==> src/rtl/ext_port_pkg.sv <==
// constants for the extended-address port and the analog input port registers
package ext_port_pkg;
  localparam int unsigned addr_width = 13;
  localparam int unsigned port_width = 8;
  localparam int unsigned narrow_width = 4;
  localparam logic [12:0] analog_port_pin_level_addr = 13'h1fda;
  localparam logic [12:0] ext_port_function_select_addr = 13'h1fe1;
  localparam logic [12:0] ext_port_drive_type_addr = 13'h1fe3;
  localparam logic [12:0] ext_port_output_latch_addr = 13'h1fe5;
  localparam logic [12:0] ext_port_pin_level_addr = 13'h1fe7;
  localparam logic [7:0] function_select_reset = 8'h00;
  localparam logic [7:0] drive_type_reset = 8'hff;
  localparam logic [7:0] output_latch_reset = 8'h00;
  localparam logic [7:0] unmapped_read_value = 8'h00;
endpackage : ext_port_pkg

==> src/rtl/extended_address_port.sv <==
// extended-address port and analog input port register block
`timescale 1ns/10ps
`default_nettype none
module extended_address_port #(
  parameter int unsigned PINS = 8
) (
  input wire logic clock,
  input wire logic rst_b,
  input wire logic clk_en,
  input wire logic [12:0] reg_addr,
  input wire logic [7:0] reg_wdata,
  input wire logic reg_wr,
  input wire logic reg_rd,
  output logic [7:0] reg_rdata,
  input wire logic [7:0] ext_addr_bus,
  input wire logic [7:0] ext_port_in,
  output logic [7:0] ext_port_out,
  output logic [7:0] ext_port_oe,
  input wire logic [7:0] analog_port_in
);
  // ===========================================================
  // elaboration check
  if (PINS != ext_port_pkg::port_width && PINS != ext_port_pkg::narrow_width) begin : g_bad_pins
    $error("PINS must be 8 or 4");
  end

  // pins above PINS are absent on the smaller package
  localparam logic [7:0] pin_mask = (PINS == ext_port_pkg::port_width) ? 8'hff : 8'h0f;

  // ===========================================================
  // state
  typedef struct packed {
    logic [7:0] function_select;
    logic [7:0] drive_type;
    logic [7:0] output_latch;
    logic [7:0] rdata;
  } port_state_t;
  port_state_t state_r;
  port_state_t state_nxt;

  logic [7:0] ext_level;
  logic [7:0] analog_level;

  // ===========================================================
  // pin synchronisers
  // pins are asynchronous to clock; nothing reads them before the second flop
  pin_sync #(.WIDTH(8)) u_ext_sync (
    .clock(clock),
    .rst_b(rst_b),
    .clk_en(clk_en),
    .async_in(ext_port_in),
    .sync_out(ext_level)
  );

  pin_sync #(.WIDTH(8)) u_analog_sync (
    .clock(clock),
    .rst_b(rst_b),
    .clk_en(clk_en),
    .async_in(analog_port_in),
    .sync_out(analog_level)
  );

  // ===========================================================
  // register access
  always_comb begin
    state_nxt = state_r;
    if (clk_en) begin
      if (reg_wr) begin
        case (reg_addr)
          ext_port_pkg::ext_port_function_select_addr: state_nxt.function_select = reg_wdata & pin_mask;
          ext_port_pkg::ext_port_drive_type_addr: state_nxt.drive_type = reg_wdata | ~pin_mask;
          ext_port_pkg::ext_port_output_latch_addr: state_nxt.output_latch = reg_wdata & pin_mask;
          default: state_nxt.rdata = state_r.rdata;
        endcase
      end
      // read data lives only in the cycle after the strobe
      state_nxt.rdata = ext_port_pkg::unmapped_read_value;
      if (reg_rd) begin
        case (reg_addr)
          ext_port_pkg::analog_port_pin_level_addr: state_nxt.rdata = analog_level;
          ext_port_pkg::ext_port_function_select_addr: state_nxt.rdata = state_r.function_select;
          ext_port_pkg::ext_port_drive_type_addr: state_nxt.rdata = state_r.drive_type;
          ext_port_pkg::ext_port_output_latch_addr: state_nxt.rdata = state_r.output_latch;
          ext_port_pkg::ext_port_pin_level_addr: state_nxt.rdata = ext_level & pin_mask;
          default: state_nxt.rdata = ext_port_pkg::unmapped_read_value;
        endcase
      end
    end
  end

  always_ff @(posedge clock) begin
    if (!rst_b) begin
      state_r.function_select <= ext_port_pkg::function_select_reset;
      state_r.drive_type <= ext_port_pkg::drive_type_reset;
      state_r.output_latch <= ext_port_pkg::output_latch_reset;
      state_r.rdata <= ext_port_pkg::unmapped_read_value;
    end else begin
      state_r <= state_nxt;
    end
  end

  assign reg_rdata = state_r.rdata;

  // ===========================================================
  // pin drivers
  // address mode drives push-pull regardless of drive type, as the bus needs strong edges
  logic [7:0] drive_val;
  logic [7:0] drive_en;
  always_comb begin
    for (int i = 0; i < 8; i++) begin
      if (state_r.function_select[i]) begin
        drive_val[i] = ext_addr_bus[i];
        drive_en[i] = 1'b1;
      end else begin
        drive_val[i] = state_r.output_latch[i];
        // open-drain only pulls low; a latch of one leaves the pin free for input
        drive_en[i] = !state_r.drive_type[i] || !state_r.output_latch[i];
      end
    end
  end

  assign ext_port_out = drive_val & pin_mask;
  assign ext_port_oe = drive_en & pin_mask;

  // ===========================================================
  // assertions
  property p_latch_reset;
    @(posedge clock) $rose(rst_b) |-> (state_r.output_latch == 8'h00 && state_r.drive_type == 8'hff);
  endproperty
  a_latch_reset: assert property (p_latch_reset) else $error("reset values wrong");

  property p_drive_write;
    @(posedge clock) disable iff (!rst_b)
      (clk_en && reg_wr && reg_addr == ext_port_pkg::ext_port_drive_type_addr)
      |=> state_r.drive_type == ($past(reg_wdata) | ~pin_mask);
  endproperty
  a_drive_write: assert property (p_drive_write) else $error("drive type write lost");

  property p_addr_mode;
    @(posedge clock) disable iff (!rst_b)
      (state_r.function_select[0]) |-> (ext_port_oe[0] && ext_port_out[0] == ext_addr_bus[0]);
  endproperty
  a_addr_mode: assert property (p_addr_mode) else $error("address mode not driven");

  property p_pushpull;
    @(posedge clock) disable iff (!rst_b)
      (!state_r.function_select[0] && !state_r.drive_type[0]) |-> (ext_port_oe[0] && ext_port_out[0] == state_r.output_latch[0]);
  endproperty
  a_pushpull: assert property (p_pushpull) else $error("push-pull output wrong");

  property p_open_drain_release;
    @(posedge clock) disable iff (!rst_b)
      (!state_r.function_select[1] && state_r.drive_type[1] && state_r.output_latch[1]) |-> !ext_port_oe[1];
  endproperty
  a_open_drain_release: assert property (p_open_drain_release) else $error("open drain drives high");

  property p_latch_write;
    @(posedge clock) disable iff (!rst_b)
      (clk_en && reg_wr && reg_addr == ext_port_pkg::ext_port_output_latch_addr)
      ##1 (!state_r.function_select[2] && !state_r.drive_type[2])
      |-> ext_port_out[2] == $past(reg_wdata[2]);
  endproperty
  a_latch_write: assert property (p_latch_write) else $error("latch not driven");

  property p_pin_read;
    @(posedge clock) disable iff (!rst_b)
      (clk_en && reg_rd && reg_addr == ext_port_pkg::ext_port_pin_level_addr)
      |=> reg_rdata == ($past(ext_level) & pin_mask);
  endproperty
  a_pin_read: assert property (p_pin_read) else $error("pin level read wrong");

  property p_read_one_cycle;
    @(posedge clock) disable iff (!rst_b)
      (clk_en && !reg_rd) |=> reg_rdata == 8'h00;
  endproperty
  a_read_one_cycle: assert property (p_read_one_cycle) else $error("read data lingers");

  property p_upper_masked;
    @(posedge clock) disable iff (!rst_b)
      ((ext_port_oe | ext_port_out) & ~pin_mask) == 8'h00;
  endproperty
  a_upper_masked: assert property (p_upper_masked) else $error("absent pins driven");

  property p_function_write;
    @(posedge clock) disable iff (!rst_b)
      (clk_en && reg_wr && reg_addr == ext_port_pkg::ext_port_function_select_addr)
      |=> state_r.function_select == ($past(reg_wdata) & pin_mask);
  endproperty
  a_function_write: assert property (p_function_write) else $error("function select write lost");

  property p_latch_store;
    @(posedge clock) disable iff (!rst_b)
      (clk_en && reg_wr && reg_addr == ext_port_pkg::ext_port_output_latch_addr)
      |=> state_r.output_latch == ($past(reg_wdata) & pin_mask);
  endproperty
  a_latch_store: assert property (p_latch_store) else $error("output latch write lost");

  property p_analog_read;
    @(posedge clock) disable iff (!rst_b)
      (clk_en && reg_rd && reg_addr == ext_port_pkg::analog_port_pin_level_addr)
      |=> reg_rdata == $past(analog_level);
  endproperty
  a_analog_read: assert property (p_analog_read) else $error("analog level read wrong");

  // a frozen clock enable must hold every register, the latch included
  property p_freeze;
    @(posedge clock) disable iff (!rst_b)
      !clk_en |=> state_r == $past(state_r);
  endproperty
  a_freeze: assert property (p_freeze) else $error("state moved while frozen");

  c_addr_mode: cover property (@(posedge clock) disable iff (!rst_b) state_r.function_select != 8'h00);
  c_pushpull: cover property (@(posedge clock) disable iff (!rst_b) state_r.drive_type != 8'hff);
  c_freeze: cover property (@(posedge clock) disable iff (!rst_b) !clk_en && reg_wr);
  c_pin_read: cover property (@(posedge clock) disable iff (!rst_b)
    reg_rd && reg_addr == ext_port_pkg::ext_port_pin_level_addr);
endmodule // extended_address_port
`default_nettype wire

==> src/rtl/pin_sync.sv <==
// two-stage synchroniser for a group of pin levels
`timescale 1ns/10ps
`default_nettype none
module pin_sync #(
  parameter int unsigned WIDTH = 8
) (
  input wire logic clock,
  input wire logic rst_b,
  input wire logic clk_en,
  input wire logic [WIDTH-1:0] async_in,
  output logic [WIDTH-1:0] sync_out
);
  typedef struct packed {
    logic [WIDTH-1:0] meta;
    logic [WIDTH-1:0] stable;
  } sync_state_t;
  sync_state_t state_r;
  sync_state_t state_nxt;

  // first stage feeds only the second stage
  always_comb begin
    state_nxt = state_r;
    if (clk_en) begin
      state_nxt.meta = async_in;
      state_nxt.stable = state_r.meta;
    end
  end

  always_ff @(posedge clock) begin
    if (!rst_b) begin
      state_r <= '0;
    end else begin
      state_r <= state_nxt;
    end
  end

  assign sync_out = state_r.stable;
endmodule // pin_sync
`default_nettype wire
==> config.mk <==
export PLATFORM = sky130hd
export DESIGN_NAME = extended_address_port
export DESIGN_NICKNAME = d
export VERILOG_FILES = /design/src/rtl/ext_port_pkg.sv /design/src/rtl/extended_address_port.sv /design/src/rtl/pin_sync.sv
export SDC_FILE = /design/constraint.sdc
export NUM_CORES = 1
export LEC_CHECK = 0
export BUFFER_PORTS_ARGS = -buffer_cell sky130_fd_sc_hd__clkbuf_2
export CAP_MARGIN = 40
export CORE_ASPECT_RATIO = 1.1
export CORE_MARGIN = 2
export CORE_UTILIZATION = 35
export DETAILED_ROUTE_END_ITERATION = 6
export HOLD_SLACK_MARGIN = 0.15
export MAX_ROUTING_LAYER = met4
export SKIP_CTS_REPAIR_TIMING = 1
export SYNTH_ARGS = -nofsm -noshare
export SYNTH_HDL_FRONTEND = slang
export SYNTH_SLANG_ARGS = --single-unit
==> constraint.sdc <==
create_clock -name clock -period 1.65 [get_ports clock]
set_input_delay 0.165 -clock clock [delete_from_list [all_inputs] [get_ports clock]]
set_output_delay 0.165 -clock clock [all_outputs]
set_load 0.005 [all_outputs]
==> results of run 1 <==
-- cells in the mapped netlist, types with 2 or more instances --
cell,n,area (µm²)
buf_4,8,60.06
nand4bb_1,2,22.52
nand3b_1,9,67.56
dfxtp_1,64,1281
a21o_1,5,37.54
buf_6,2,22.52
nor2b_1,49,306.5
clkbuf_1,7,26.28
nand2_1,10,37.54
a22o_1,5,43.79
nand2b_1,2,12.51
nand3_1,3,15.01
a22oi_1,2,15.01
nor4_4,2,42.54
nor3_1,2,10.01
nand4b_1,2,17.52
buf_2,5,25.02
a221oi_1,2,17.52
and3_1,2,12.51
mux2i_1,58,580.6
nor2_1,3,11.26
o21ai_0,2,10.01
mux4_2,6,135.1
mux2_2,8,90.09
or4_1,2,15.01
-- power by group --
part | total (mW) | switching [mW] | internal (mW)
sequential | 1.60 | 0.0202 | 1.58
clock | 1.47 | 0.624 | 0.849
combinational | 0.301 | 0.126 | 0.175
-- metrics by stage --
step	setup slack (ns)	cells	instance area [µm²]	power, mW
floorplan	0.1640	269	2973	1.784
global placement	0.1023	447	3480	1.895
detailed placement	0.09749	447	3480	1.898
CTS	0.2725	463	3697	3.366
global route	0.2307	487	3938	3.517
finish	0.2920	487	3938	3.375
-- cell families after synthesis --
family,after synthesis,synth area share
AND/OR/NAND/NOR,92,0.2045
multiplexers,72,0.2710
flip-flops,64,0.4310
buffers and inverters,23,0.04630
AO/OA/AOI/OAI,18,0.04714
-- worst paths after layout --
check / start / end / cells past startpoint
hold reg to reg: u_analog_sync.sync_out[5] / reg_rdata[5] / 1
setup reg to reg: u_ext_sync.sync_out[6] / reg_rdata[6] / 3
setup / recovery: state_r[25] / ext_port_out[1] / 2
hold / removal: reg_rd / reg_rdata[7] / 4
-- tightest hold or removal path: cells and delay by family --
family	cells	cell delay (ns)
AO/OA/AOI/OAI	2	0.15
buffers and inverters	1	0.10
AND/OR/NAND/NOR	1	0.06
-- registers in the layout, indices dropped and copies added (netlist names) --
signal and cells:
u_ext_sync.state_r 8, u_ext_sync.sync_out 8, u_analog_sync.state_r 8, state_r 24
u_analog_sync.sync_out 8, reg_rdata 8
-- layout make-up --
cell class                      count  area, µm²  share of cell area
Multi-Input combinational cell    182       1554              0.3947
Tap cell                          111      138.9             0.03527
Clock inverter                      7      93.84             0.02383
Clock buffer                        9      123.9             0.03146
Sequential cell                    64       1281              0.3254
Timing Repair Buffer              114      745.7              0.1894
-- per-layer routing --
layer	track usage	vias up	wire [µm]
li1	-	1156	-
met1	0.1890	1073	3131
met2	0.2364	48	3147
met3	0.03441	10	239
met4	0.08037	0	145
met5	-	-	0
-- placed cells by master, fill, tap and decap left out --
cell type       n
clkbuf_2       73
dfxtp_1        64
mux2i_1        58
nor2b_1        49
dlygate4sd3_1  24
buf_4          16
nand2_1        10
nand3b_1        9
clkbuf_8        9
mux2_2          8
mux4_2          6
a22o_1          5
a21o_1          5
nand3_1         3
nor2_1          3
nand4bb_1       2
or4_1           2
nand4b_1        2
nor4_4          2
nand2b_1        2
nor3_1          2
a221oi_1        2
and3_1          2
a22oi_1         2
o21ai_0         2
clkinvlp_4      2
clkinv_2        2
bufinv_16       2
nand4_2         1
nor4_1          1
a21bo_2         1
a31oi_1         1
or3_1           1
nor4_2          1
inv_6           1
buf_12          1
==> results.yml, run 1 <==
sta:
  period_needed_ns: 1.358
  final.setup_skew_ns: 0.004192
  finalSetupTns_ns: 0
  rsz0062_at_grt: "no"
  hold_viol: 0
  max_freq_mhz: 736.4
  tightest_slew_ns: 0.4605
  timing.hold.ws_ns: 0.1715
  setup_viol: 0
  relSlewSlack: 0.6924
  finalCritPeriodShare: 0.8231
  slew_violations: 0
clock_network:
  ctsLongestPathBuffers: 2
  htreeDepth: 3
  clk_latency_ns: 0.34
  cts_tree: "done"
  cts_root_buf: "clkbuf_8"
  cts_num_sinks: 64
  clk_pin_slew_ns: 0.07
  cts-buffers-inserted: 9
finish:
  syn2layout_area_growth_pct: 32.45
  drive_gt1_frac: 0.3324
  antenna_cells: 0
  utilization: 0.4732
  fillers: 822
  nets: 421
routing:
  drt_pass1_iterations: 4
  drt_iter0_drc: 57
  vias_per_cell: 4.696
  drc: 0
  vias: 2287
  antenna_left: 0
  avgRoutedWirePerCell_um: 13.68
  routed_wl_um: 6663
placed_design:
  dp_hpwl_um: 4993
  gp_congestion: 0.8594
  port_buffers: 73
power_and_ir_drop:
  ir_worst_vdd_v: 0.0003328
  pwr_density_cell_nw_per_um2: 857.1
  p_leak_nw: 1.727
die:
  die_h_um: 100.7
  coreArea_um2: 8320
  io_pins: 74
  rows: 35
  die_x_um: 91.88
  start_util: 0.3573
  dieArea_um2: 9248
worst_setup_path:
  path_cells: "mux2_2 -> clkbuf_2"
  worstPathArrival_ns: 1.19
  slowest_delay_ns: 0.39
  critPathTopFamily: "flip-flops"
  cp-start-kind: "flip-flop"
  cp_data_required_time_ns: 1.48
  critPathSlowestCell: "dfxtp_1"
  regToRegSetupSlack_ns: 0.36
  path_max_fanout: 4
  path_buf_inv: 1
  worstSetupPathType: "reg2out"
  cp-end-kind: "primary output"
yosys:
  ys.warnings.count: 0
  avgSynthCellArea_um2: 11.05
  synth-seq-area-share: 0.4310
  synth_area_um2: 2973
  synth_cells: 269
  syn_nets: 319
  synth_edf_count: 0
  ys_ff_latch: 64
  yosysUniqueCellTypes: 32
  ys.flop_type: "dfxtp_1"
  async_reset_ff_frac: 0
worst_hold_path:
  hold_class: "in2reg"
global_route:
  grt_pass1_vias: 2144
  grt_use_total: 0.1535
  grt_max_degree: 58
  antenna_found_initial: 0
  grt_pass1_wl_um: 10580
  overflow: 0
run_status:
  status: "completed"
flow_run:
  drv_cap: 0
No activity file was read; power rests on OpenSTA's default activity.
==> inputs of run 2 (changes only) <==
--- a/config.mk
+++ b/config.mk
@@ -5,6 +5,7 @@
 export SDC_FILE = /design/constraint.sdc
 export NUM_CORES = 1
 export LEC_CHECK = 0
+export ABC_AREA = 1
 export BUFFER_PORTS_ARGS = -buffer_cell sky130_fd_sc_hd__clkbuf_2
 export CAP_MARGIN = 40
 export CORE_ASPECT_RATIO = 1.1
==> constraint.sdc (replaced) <==
create_clock -name clock -period 1.3 [get_ports clock]
set_input_delay 0.13 -clock clock [delete_from_list [all_inputs] [get_ports clock]]
set_output_delay 0.13 -clock clock [all_outputs]
set_load 0.005 [all_outputs]
==> results.yml, run 2 <==
global_route:
  grt_pass1_wl_um: 12430
  overflow: 0
  antenna_found_initial: 0
  grt_pass1_vias: 2688
  grt_max_degree: 40
  grt_use_total: 0.1742
sta:
  hold_viol: 0
  tightest_slew_ns: 0.3186
  final.setup_skew_ns: 0.006309
  max_freq_mhz: 834.3
  finalCritPeriodShare: 0.9220
  setup_viol: 0
  period_needed_ns: 1.199
  finalSetupTns_ns: 0
  slew_violations: 0
  relSlewSlack: 0.7874
  rsz0062_at_grt: "no"
flow_run:
  drv_cap: 0
finish:
  drive_gt1_frac: 0.2293
  layout_commonest_cell: "nor2_1"
  largest_reg_flops: 24
  multi_input_area_um2: 1451
  regMostFlops: "state_r"
  syn2layout_area_growth_pct: 30.47
  fillers: 866
  regArea_um2: 1281
  utilization: 0.4688
  antenna_cells: 0
  layout_common_cells: "nor2_1, clkbuf_2, dfxtp_1"
  nets: 564
die:
  die_h_um: 101.2
  rows: 35
  io_pins: 74
  die_x_um: 92.35
  dieArea_um2: 9344
  start_util: 0.3593
  coreArea_um2: 8364
yosys:
  synth_edf_count: 0
  synth-seq-area-share: 0.4263
  yosysMostFrequentCell: "nor2_1"
  synth_area_um2: 3005
  yosys.area.top_type_share: 0.4263
  synth_cells: 423
  ys.flop_type: "dfxtp_1"
  yosys.area.top_type: "dfxtp_1"
  ys_ff_latch: 64
  ys.warnings.count: 0
  avgSynthCellArea_um2: 7.105
  synthTopCellsByCount: "nor2_1, dfxtp_1, nand2_1"
  syn_nets: 473
  yosysUniqueCellTypes: 24
  async_reset_ff_frac: 0
  netlist_top_cells_area: "dfxtp_1, nor2_1, nand2_1"
power_and_ir_drop:
  ir_worst_vdd_v: 0.0004379
  pwr_density_cell_nw_per_um2: 1010
  p_leak_nw: 1.800
worst_setup_path:
  cp-end-kind: "primary output"
  regToRegSetupSlack_ns: 0.36
  critPathTopFamily: "flip-flops"
  cp-start-kind: "flip-flop"
  path_max_fanout: 3
  worstSetupPathType: "reg2out"
  path_buf_inv: 2
  reg2reg_from: "state_r[27]"
  path_cells: "inv_1 -> o21ai_0 -> clkbuf_2"
  regToRegEndpoint: "reg_rdata[3]"
  worstPathArrival_ns: 1.07
  slowest_delay_ns: 0.39
  cp_data_required_time_ns: 1.17
  critPathSlowestCell: "dfxtp_1"
  r2r_cells: 6
routing:
  avgRoutedWirePerCell_um: 12.53
  drt_pass1_iterations: 4
  routed_wl_um: 7892
  vias: 3027
  drt_iter0_drc: 157
  drc: 0
  vias_per_cell: 4.805
  antenna_left: 0
clock_network:
  cts-buffers-inserted: 9
  cts_tree: "done"
  clk_latency_ns: 0.34
  cts_num_sinks: 64
  htreeDepth: 3
  cts_root_buf: "clkbuf_8"
  clk_pin_slew_ns: 0.07
  ctsLongestPathBuffers: 2
worst_hold_path:
  hp-start: "rst_b"
  hold_depth: 3
  hold_class: "in2reg"
  min_to: "u_ext_sync.sync_out[1]"
placed_design:
  gp_congestion: 0.8127
  dp_hpwl_um: 5767
  port_buffers: 73
run_status:
  status: "completed"
[run 2: cell types whose count changed after synthesis, sizes merged, moves of 32 or more]
cell and delta:
mux2i -58, nand2 +54, nand3 +32, nor2 +91
nor2b -49, o21ai +57
[run 2: how the worst max path moves through the flow]
| stage | depth (start not counted) | startpoint | slack [ns] | end |
|---|---|---|---|---|
| 3_3_place_gp | 9 | reg_addr[0] | 0.04 | state_r[22] |
| 3_5_place_dp | 9 | reg_addr[0] | 0.03 | state_r[17] |
| 5_1_grt | 3 | state_r[9] | 0.02 | ext_port_out[1] |
| 6_report | 3 | state_r[13] | 0.10 | ext_port_out[5] |
| 4_1_cts | 3 | state_r[13] | 0.07 | ext_port_out[5] |
| 2_1_floorplan | 7 | clk_en | 0.21 | state_r[14] |
[run 2: kinds of logic after synthesis]
| group | synth area share |
|---|---|
| flops | 0.4263 |
| buf+inv | 0.09075 |
| compound gates | 0.1324 |
| simple gates | 0.3505 |
[run 2: worst min-delay path, delay by kind of cell]
family	cells	cell delay, ns
buffers and inverters	1	0.19
AOI/OAI and AO/OA	1	0.12
and+or+nand+nor	1	0.04
[run 2: cell type report]
class	count	share of cell area
multi-input combinational	303	0.3701
tap	111	0.03542
clock inverter	5	0.008296
sequential	64	0.3267
timing repair buffer	110	0.1985
clock buffer	11	0.03606
inverter	26	0.02489
[run 2: power breakdown]
part	leakage, nW	switching [mW]	internal, mW	total (mW)
registers	0.523	0.0375	2.03	2.06
clock network	0.0813	0.771	0.736	1.51
logic	1.20	0.205	0.185	0.390
total	1.80	1.01	2.95	3.96
[run 2: per-stage QoR]
step / setup WS [ns] / power, mW / area (µm²) / std cells / hold WS (ns)
after floorplan: 0.2051 / 2.281 / 3005 / 423 / 0.2432
final: 0.1013 / 3.962 / 3921 / 630 / 0.1850
after detailed placement: 0.03123 / 2.444 / 3507 / 590 / 0.3593
after global placement: 0.04246 / 2.438 / 3507 / 590 / 0.3542
after CTS: 0.07188 / 3.947 / 3681 / 606 / -0.01170
after global routing: 0.01903 / 4.136 / 3921 / 630 / 0.2038
[run 2: metal layers]
layer / global-route usage / routed length [µm] / vias up
met1: 0.2126 / 3590 / 1372
li1: - / - / 1583
met4: 0.06889 / 110 / 0
met3: 0.03943 / 318 / 7
met2: 0.2807 / 3872 / 65
met5: - / 0 / -
